$ cat src/shared/card_status_pkg.sv
`default_nettype none
package card_status_pkg;
   localparam int STATUS_W = 32;
   localparam int RCA_W = 16;
   localparam int STATE_W = 4;
   // Lower half bit positions of the status word
   localparam int BIT_OVERWRITE = 16;
   localparam int BIT_ERASE_SKIP = 15;
   localparam int BIT_ECC_OFF = 14;
   localparam int BIT_ERASE_ABORT = 13;
   localparam int STATE_HI = 12;
   localparam int STATE_LO = 9;
   localparam int BIT_READY = 8;
   // Card state codes as reported in the status word
   localparam logic [3:0] ST_IDLE = 4'h0;
   localparam logic [3:0] ST_READY = 4'h1;
   localparam logic [3:0] ST_IDENT = 4'h2;
   localparam logic [3:0] ST_STBY = 4'h3;
   localparam logic [3:0] ST_TRAN = 4'h4;
   localparam logic [3:0] ST_DATA = 4'h5;
   localparam logic [3:0] ST_RCV = 4'h6;
   localparam logic [3:0] ST_PRG = 4'h7;
   localparam logic [3:0] ST_DIS = 4'h8;
   // Register select codes on the read port
   localparam logic [1:0] SEL_STATUS = 2'h0;
   localparam logic [1:0] SEL_RCA = 2'h1;
   localparam logic [1:0] SEL_CSD = 2'h2;
   localparam logic [1:0] SEL_CID = 2'h3;
   // Short status layout used in SPI mode
   localparam int SPI_BIT_IDLE = 0;
   localparam int SPI_BIT_ABORT = 1;
   localparam int SPI_BIT_OVERWRITE = 2;
   localparam int SPI_BIT_SKIP = 3;
   // Values after reset
   localparam logic [15:0] RCA_RESET = 16'h0000;
   localparam logic [31:0] WORD_ZERO = 32'h0000_0000;
endpackage : card_status_pkg
`default_nettype wire

$ cat src/shared/status_evt_if.sv
`timescale 1ns/1ps
`default_nettype none
interface status_evt_if;
   logic overwrite_evt;
   logic skip_evt;
   logic abort_evt;
   logic ecc_off;
   logic [3:0] rep_state;
   logic ready_data;
   logic clear_c;
   logic [31:0] low_word;
   modport src (output overwrite_evt, output skip_evt, output abort_evt, output ecc_off, output rep_state,
                output ready_data, output clear_c, input low_word);
   modport bank (input overwrite_evt, input skip_evt, input abort_evt, input ecc_off, input rep_state,
                 input ready_data, input clear_c, output low_word);
endinterface : status_evt_if
`default_nettype wire

$ cat src/hw/card_status_rca_bank.sv
// Contract
// - Bit 16 is set when the host tries to make the copy flag original or clear the permanent lock; clears on read.
// - Bit 15 is set when an erase skipped write-protected blocks, and clears on read.
// - Bit 14 shows 1 when the command ran without internal correction and 0 when with it, updated as each command finishes.
// - Bits 12..9 hold the card state at command receipt; a state change shows only in the next command's response.
// - Bit 8 is 1 when the data buffer is empty and ready, matching the busy line, else 0.
// - The card holds a 16-bit relative address and publishes it during identification.
// - After identification the card answers only commands addressed with its relative address; the code also accepts every command with cmd_addressed low.
// - In SPI mode, besides the status word, only the card specific data and card identity registers are reachable.
// - In SPI mode those two registers keep the native field layout.
// - In SPI mode status is reported in a shorter format.
// - State bits follow the previous command and update on each valid command; clear-on-read bits clear when read.
`timescale 1ns/1ps
`default_nettype none
module card_status_rca_bank
   import card_status_pkg::*;
(
   input wire logic clk,
   input wire logic rst,
   input wire logic cmd_strobe,
   input wire logic cmd_addressed,
   input wire logic [15:0] cmd_rca,
   input wire logic cmd_in_erase_seq,
   input wire logic erase_seq_open,
   input wire logic erase_exec,
   input wire logic overwrite_attempt,
   input wire logic erase_skip_evt,
   input wire logic cmd_done,
   input wire logic cmd_ecc_off,
   input wire logic state_change,
   input wire logic [3:0] new_state,
   input wire logic buffer_empty,
   input wire logic rca_load,
   input wire logic [15:0] rca_value,
   input wire logic spi_mode,
   input wire logic reg_read,
   input wire logic [1:0] reg_sel,
   output logic cmd_accept,
   output logic [15:0] relative_card_address,
   output logic busy_signal_line,
   output logic [31:0] read_data,
   output logic read_ack,
   output logic read_refused,
   output logic ident_grant
);
   typedef struct packed {
      logic [3:0] cur_state;
      logic [3:0] rep_state;
      logic [15:0] rca;
      logic rca_valid;
      logic erase_pend;
      logic ecc_off;
      logic ready;
      logic busy;
      logic accept;
      logic [31:0] rd_data;
      logic rd_ack;
      logic rd_refuse;
      logic grant;
   } bank_s;

   bank_s s_reg;
   bank_s s_next;
   status_evt_if ev ();

   function automatic logic [31:0] spi_short(input logic [31:0] w);
      logic [31:0] r;
      r = WORD_ZERO;
      r[SPI_BIT_IDLE] = (w[STATE_HI:STATE_LO] == ST_IDLE);
      r[SPI_BIT_ABORT] = w[BIT_ERASE_ABORT];
      r[SPI_BIT_OVERWRITE] = w[BIT_OVERWRITE];
      r[SPI_BIT_SKIP] = w[BIT_ERASE_SKIP];
      return r;
   endfunction : spi_short

   logic addr_ok;
   logic abort_now;
   logic status_rd;

   // Before identification no address is published, so addressed commands are ignored
   assign addr_ok = !cmd_addressed || (s_reg.rca_valid && cmd_rca == s_reg.rca);
   assign abort_now = cmd_strobe && addr_ok && s_reg.erase_pend && !cmd_in_erase_seq;
   assign status_rd = reg_read && reg_sel == SEL_STATUS;

   assign ev.overwrite_evt = overwrite_attempt;
   assign ev.skip_evt = erase_skip_evt;
   assign ev.abort_evt = abort_now;
   assign ev.ecc_off = s_reg.ecc_off;
   assign ev.rep_state = s_reg.rep_state;
   assign ev.ready_data = s_reg.ready;
   assign ev.clear_c = status_rd;

   status_lower_half u_low (
      .clk(clk),
      .rst(rst),
      .ev(ev)
   );

   always_comb begin
      s_next = s_reg;
      s_next.accept = cmd_strobe && addr_ok;
      s_next.rd_ack = 1'b0;
      s_next.rd_refuse = 1'b0;
      s_next.grant = 1'b0;
      // Report the state held when the command arrived; its own change shows next time
      if (cmd_strobe && addr_ok) begin
         s_next.rep_state = s_reg.cur_state;
      end
      if (state_change) begin
         s_next.cur_state = new_state;
      end
      if (cmd_done) begin
         s_next.ecc_off = cmd_ecc_off;
      end
      if (abort_now || erase_exec) begin
         s_next.erase_pend = 1'b0;
      end else if (erase_seq_open) begin
         s_next.erase_pend = 1'b1;
      end
      s_next.ready = buffer_empty;
      s_next.busy = !buffer_empty;
      if (rca_load) begin
         s_next.rca = rca_value;
         s_next.rca_valid = 1'b1;
      end
      if (reg_read) begin
         s_next.rd_data = WORD_ZERO;
         unique case (reg_sel)
            SEL_STATUS: begin
               // Status word is only sent on request, never pushed
               s_next.rd_data = spi_mode ? spi_short(ev.low_word) : ev.low_word;
               s_next.rd_ack = 1'b1;
            end
            SEL_RCA: begin
               if (spi_mode) begin
                  s_next.rd_refuse = 1'b1;
               end else begin
                  s_next.rd_data[RCA_W-1:0] = s_reg.rca;
                  s_next.rd_ack = 1'b1;
               end
            end
            SEL_CSD, SEL_CID: begin
               // Same grant in both modes so the stored layout is never reshuffled
               s_next.grant = 1'b1;
               s_next.rd_ack = 1'b1;
            end
         endcase
      end
   end

   always_ff @(posedge clk or posedge rst) begin
      if (rst) begin
         s_reg <= '0;
         s_reg.cur_state <= ST_IDLE;
         s_reg.rep_state <= ST_IDLE;
         s_reg.rca <= RCA_RESET;
      end else begin
         s_reg <= s_next;
      end
   end

   assign cmd_accept = s_reg.accept;
   assign relative_card_address = s_reg.rca;
   assign busy_signal_line = s_reg.busy;
   assign read_data = s_reg.rd_data;
   assign read_ack = s_reg.rd_ack;
   assign read_refused = s_reg.rd_refuse;
   assign ident_grant = s_reg.grant;
endmodule : card_status_rca_bank
`default_nettype wire

$ cat src/hw/status_lower_half.sv
`timescale 1ns/1ps
`default_nettype none
module status_lower_half
   import card_status_pkg::*;
(
   input wire logic clk,
   input wire logic rst,
   status_evt_if.bank ev
);
   typedef struct packed {
      logic overwrite;
      logic skip;
      logic abort;
   } sticky_s;

   sticky_s st_reg;
   sticky_s st_next;

   // Set wins over the clear-by-read so an event in the read cycle is kept
   always_comb begin
      st_next.overwrite = ev.overwrite_evt | (st_reg.overwrite & ~ev.clear_c);
      st_next.skip = ev.skip_evt | (st_reg.skip & ~ev.clear_c);
      st_next.abort = ev.abort_evt | (st_reg.abort & ~ev.clear_c);
   end

   always_ff @(posedge clk or posedge rst) begin
      if (rst) begin
         st_reg <= '0;
      end else begin
         st_reg <= st_next;
      end
   end

   // Reserved bits and the upper half are held at zero here
   always_comb begin
      ev.low_word = WORD_ZERO;
      ev.low_word[BIT_OVERWRITE] = st_reg.overwrite;
      ev.low_word[BIT_ERASE_SKIP] = st_reg.skip;
      ev.low_word[BIT_ECC_OFF] = ev.ecc_off;
      ev.low_word[BIT_ERASE_ABORT] = st_reg.abort;
      ev.low_word[STATE_HI:STATE_LO] = ev.rep_state;
      ev.low_word[BIT_READY] = ev.ready_data;
   end
endmodule : status_lower_half
`default_nettype wire

$ cat config.mk
export PLATFORM = sky130hd
export DESIGN_NAME = card_status_rca_bank
export DESIGN_NICKNAME = d
export VERILOG_FILES = /design/src/shared/card_status_pkg.sv /design/src/shared/status_evt_if.sv /design/src/hw/card_status_rca_bank.sv /design/src/hw/status_lower_half.sv
export SDC_FILE = /design/constraint.sdc
export NUM_CORES = 1
export LEC_CHECK = 0
export ABC_AREA = 0
export BUFFER_PORTS_ARGS = -buffer_cell sky130_fd_sc_hd__buf_2
export CAP_MARGIN = 20
export CORE_MARGIN = 4
export CORE_UTILIZATION = 53
export DETAILED_ROUTE_END_ITERATION = 10
export GPL_TIMING_DRIVEN = 0
export PLACE_DENSITY = 0.86
export SYNTH_ARGS = -nofsm -noshare
export SYNTH_HDL_FRONTEND = slang
export SYNTH_SLANG_ARGS = --single-unit
$ cat constraint.sdc
create_clock -name clk -period 3.65 [get_ports clk]
set_clock_uncertainty 0.1 [all_clocks]
set_input_delay 0 -clock clk [delete_from_list [all_inputs] [get_ports clk]]
set_output_delay 0 -clock clk [all_outputs]
set_load 0.03 [all_outputs]
### Word-level counts from Yosys, hierarchy flattened

Index checks and enable logic that the tools add are counted.

* register bits after elaboration: 53
* word-level logic and storage cells: 53

* equal/unequal tests: 4
* muxes and demuxes: 11
* bitwise gates (word level): 7
* reductions and logical operators: 15

Operators by type and width (number)
* 2-to-1 mux 17 bit: 2
* one-hot mux 16 bit (2 select lines): 1
* == test 16 bit: 1
* 2-to-1 mux 1 bit: 6
* logical AND 1 bit: 5
* == test 2 bit (second input constant): 2
* zero test 4 bit: 1
* AND 1 bit: 3
* zero test 1 bit: 3
* 2-to-1 mux 3 bit: 1
* OR 1 bit: 3
* OR reduction 3 bit: 1
* == test 2 x 1 -> 1 bit (second input constant): 1
* zero test 2 bit: 1
* logical OR 1 bit: 2
* one-hot mux 1 bit (2 select lines): 1
* nonzero test 2 bit: 1
* OR reduction 2 bit: 1
* inverter 1 bit: 1

### Logic depth before layout (Yosys ltp)

* word-level depth: 8
* mapped depth: 7
* mapped depth without buffers: 5

### By module

Synthesis repeated with hierarchy kept, for this count alone.

* cells, all modules: 359
* area total of the unflattened synthesis: 3633.5 µm²

Modules (own cells, without submodules)
* card_status_rca_bank: instances 1, cells an instance 321, area an instance 3306.9 µm²
* status_lower_half: instances 1, cells an instance 38, area an instance 326.6 µm²

### Worst setup path after synthesis

OpenSTA, ideal clock, no wires.

* path kind: reg2reg
* start: reg s_reg, in the netlist relative_card_address[13]
* end: reg s_reg[39] in the netlist's numbering
* arrival: 1317 ps
* data required time: 3430 ps
* path slack: 2113 ps
* stages on the path, launching flop included: 6
* path buffers: 0
* period minus slack after synthesis: 1537 ps
* cell sequence: dfrtp_1 > xnor2_1 > nand4_1 > nor3_4 > nand4_2 > and3_1

* cells in the longest elaborated chain, start to end: 8

RTL lines
* start: declaration: line card_status_rca_bank.sv:62 `bank_s s_reg;`
* start signal: assignment: line card_status_rca_bank.sv:158 `s_reg <= s_next;`
* == test 16 bit *: line card_status_rca_bank.sv:81 `assign addr_ok = !cmd_addressed || (s_reg.rca_valid && cmd_rca == s_reg.rca);`
* logical AND 1 bit *: line card_status_rca_bank.sv:81
* logical OR 1 bit *: line card_status_rca_bank.sv:81
* logical AND 1 bit * (3 in series): line card_status_rca_bank.sv:82 `assign abort_now = cmd_strobe && addr_ok && s_reg.erase_pend && !cmd_in_erase_seq;`
* logical OR 1 bit *: line card_status_rca_bank.sv:115 `if (abort_now || erase_exec) begin`
* 2-to-1 mux 1 bit / nonzero test 2 bit (equally long branches)

Every way passes the cells marked *; elsewhere a longest branch is shown, timed or not.
A chain may end at the register's enable or synchronous reset.

### Worst setup path after layout

* start: reg s_reg, in the netlist relative_card_address[11]
* end: reg s_reg[39] in the netlist's numbering

Same word-level chain as after synthesis.

==> qor.yml <==
p_sw_w: 0.000441
die-area_um2: 6490
seq_area_frac_synth_pct: 47.6
syn-instance-count: 273
fmax_ghz: 0.421
avgSynthCellArea_um2: 10.2
yosysUniqueCellTypes: 34
yosysTopAreaCell: "dfrtp_1"
synth_edf_count: 0
clock_latency_ns: 0.30
async_flop_share_pct: 100
slew_headroom_pct: 65.0
drive_above_1_share_pct: 42.3
hold_viol_final: 0
crit_buf_inv: 1
first_global_vias: 2410
register_area_um2: 1330
synth-main-ff-cell: "dfrtp_1"
cap_viol_max_count: 0
htreeDepth: 2
drt-initial-drc-count: 133
crit_path_end_kind: "flop"
sw_frac_of_total_pct: 31.1
yosysTopAreaCellShare_pct: 47.6
crit_type: "flop to flop"
tightestPinTransition_ns: 0.525
vias: 2375
antenna_found_initial: 0
yosys-top-cells-count: "dfrtp_1 (53), buf_4 (49), nand2_1 (33)"
min_period_ns: 2.37
critPathMaxStageDelay_ns: 0.55
cp.arrival_ns: 2.46
finalWeightedCongestion: 0.864
rsz0062_at_grt: "false"
start_util_pct: 54.6
antenna_cells: 0
grt_usage_pct: 22.1
grt_pass1_wl_mm: 11.0
intPower_w: 0.000978
clk_path_buf_depth: 2
drcViolationCount: 0
route.met3.wl_um: 379
m1WireLength_mm: 2.77
final_cells: 493
post-cts-setup-buffers: 0
final_core_util_pct: 76.0
crit_path_cell_trace: "xnor2_1 -> nand4_1 -> nor3_4 -> nand4_2 -> and3_1 -> dlygate4sd3_1"
dp.cells: 446
vdd_ir_drop_max_mv: 0.319
synth_area_um2: 2790
yosys-top-cells-area: "dfrtp_1 (48%), buf_4 (13%), mux2_2 (8.5%)"
finalMaxSlewViolations: 0
finalNetCount: 477
final-setup-viol-count: 0
dp.final_hpwl_mm: 5.01
clkPwrFrac_pct: 23.5
ant_nets: 0
via_per_inst: 4.82
coreArea_um2: 5110
p_comb_share_pct: 28.1
cts_resized: 0
wirelength_mm: 6.91
hold_buffers: 40
start_kind: "flop"
ioPinCount: 107
multi_input_area_um2: 1060
fp.dieH_um: 80.5
clk_pin_slew_ns: 0.09
status: "finished clean"
fin_tns_setup_ns: 0
wl_met2_mm: 3.66
highest_layer: "met4"
seqPwrFrac_pct: 48.4
cts_tree: "done"
wl_per_cell_um: 14.0
hold_class: "input port to flop"
io_buffers: 88
critPathSlowestCell: "dlygate4sd3_1"
cts-buffers-inserted: 5
cp_max_fo: 10
largest_reg_flops: 17
yosysMostFrequentCell: "dfrtp_1"
worst-r2r-setup-slack_ns: 1.28
fill_cells: 353
required_ns: 3.74
cts_root_buffer: "clkbuf_8"
total_power_w: 0.00142
layout-area-overhead-vs-synth_pct: 39.1
clock_sinks: 53
synth_seq_cells: 53
synth_warnings: 0
leakagePower_nw: 1.94
first_pass_iters: 4
min_period_over_period_pct: 65.0
path_delay_family: "simple AND/OR/NAND/NOR gates"
grt_max_degree: 31
power.density_nw_per_um2: 366
gr-total-overflow: 0
row_count: 26
chipWidth_um: 80.5
worst reg2reg max path, stage by stage (launching register included):
cell and delay [ns]:
dfrtp_1 0.44, xnor2_1 0.23, nand4_1 0.18, nor3_4 0.42, nand4_2 0.16, and3_1 0.19
dlygate4sd3_1 0.55
cells by family after synthesis:
family,after synthesis,share of synthesized area (%)
AND/OR/NAND/NOR,72,13.8
buffers and inverters,71,16.3
flip-flops,53,47.6
AO/OA/AOI/OAI,37,7.99
multiplexers,23,9.20
XOR/XNOR,16,5.02
other,1,0.134
power groups by stage:
| stage | combinational [W] | sequential, W | clock [W] |
|---|---|---|---|
| after global routing | 0.000430 | 0.000694 | 0.000359 |
| after detailed placement | 0.000359 | 0.000697 | 0 |
| final | 0.000399 | 0.000687 | 0.000333 |
| after global placement | 0.000347 | 0.000695 | 0 |
| after CTS | 0.000397 | 0.000685 | 0.000338 |
| after floorplan | 0.000264 | 0.000685 | 0 |
layer usage:
metal  global-route usage (%)  up-vias
met3                     3.59        9
li1                         -     1152
met4                     5.91        0
met1                     26.6     1129
met5                        0        -
met2                     40.7       85
area by class of cell:
type	count	area share, %
Clock inverter	1	0.193
Sequential cell	53	34.2
Inverter	13	1.26
Clock buffer	6	2.13
Multi-Input combinational cell	163	27.3
Timing Repair Buffer	129	22.2
Tap cell	70	2.26
Buffer	58	10.5
cell usage in the layout, fill, tap and decap left out, types with 4 or more instances in the layout:
master          n
nor2_1          7
mux2_2         21
nand4_1         7
dfrtp_1        53
nand3b_1        5
buf_4          49
dlygate4sd3_1  40
nand3_1         6
clkbuf_8        6
buf_2          92
a31oi_1         4
inv_1          12
clkbuf_1        5
a22oi_1         4
o211ai_1        4
o21ai_0        15
conb_1         15
xnor2_1        16
nand2_1        33
a21oi_1         4
through the flow:
stage | worst slack [ns] | hold WS [ns] | cell area (µm²)
after detailed placement | 1.85 | -0.0343 | 3390
after global placement | 1.65 | 0.0233 | 3370
after floorplan | 2.11 | -0.0686 | 2840
after global routing | 1.15 | 0.0772 | 3880
final | 1.28 | 0.0194 | 3880
after CTS | 1.29 | 0.0205 | 3880
worst paths after layout:
check                                          startpoint                       end  cells after the start
worst min register to register              ev.ready_data              read_data[8]                      2
min in group asynchronous                             rst  relative_card_address[9]                      3
worst max register to register  relative_card_address[11]                 s_reg[39]                      6
worst min-delay path                           cmd_strobe           ev.rep_state[3]                      5
worst max-delay path            relative_card_address[11]                 s_reg[39]                      6
max in group asynchronous                             rst              read_data[5]                      4
(Power assumes the default switching activity.)
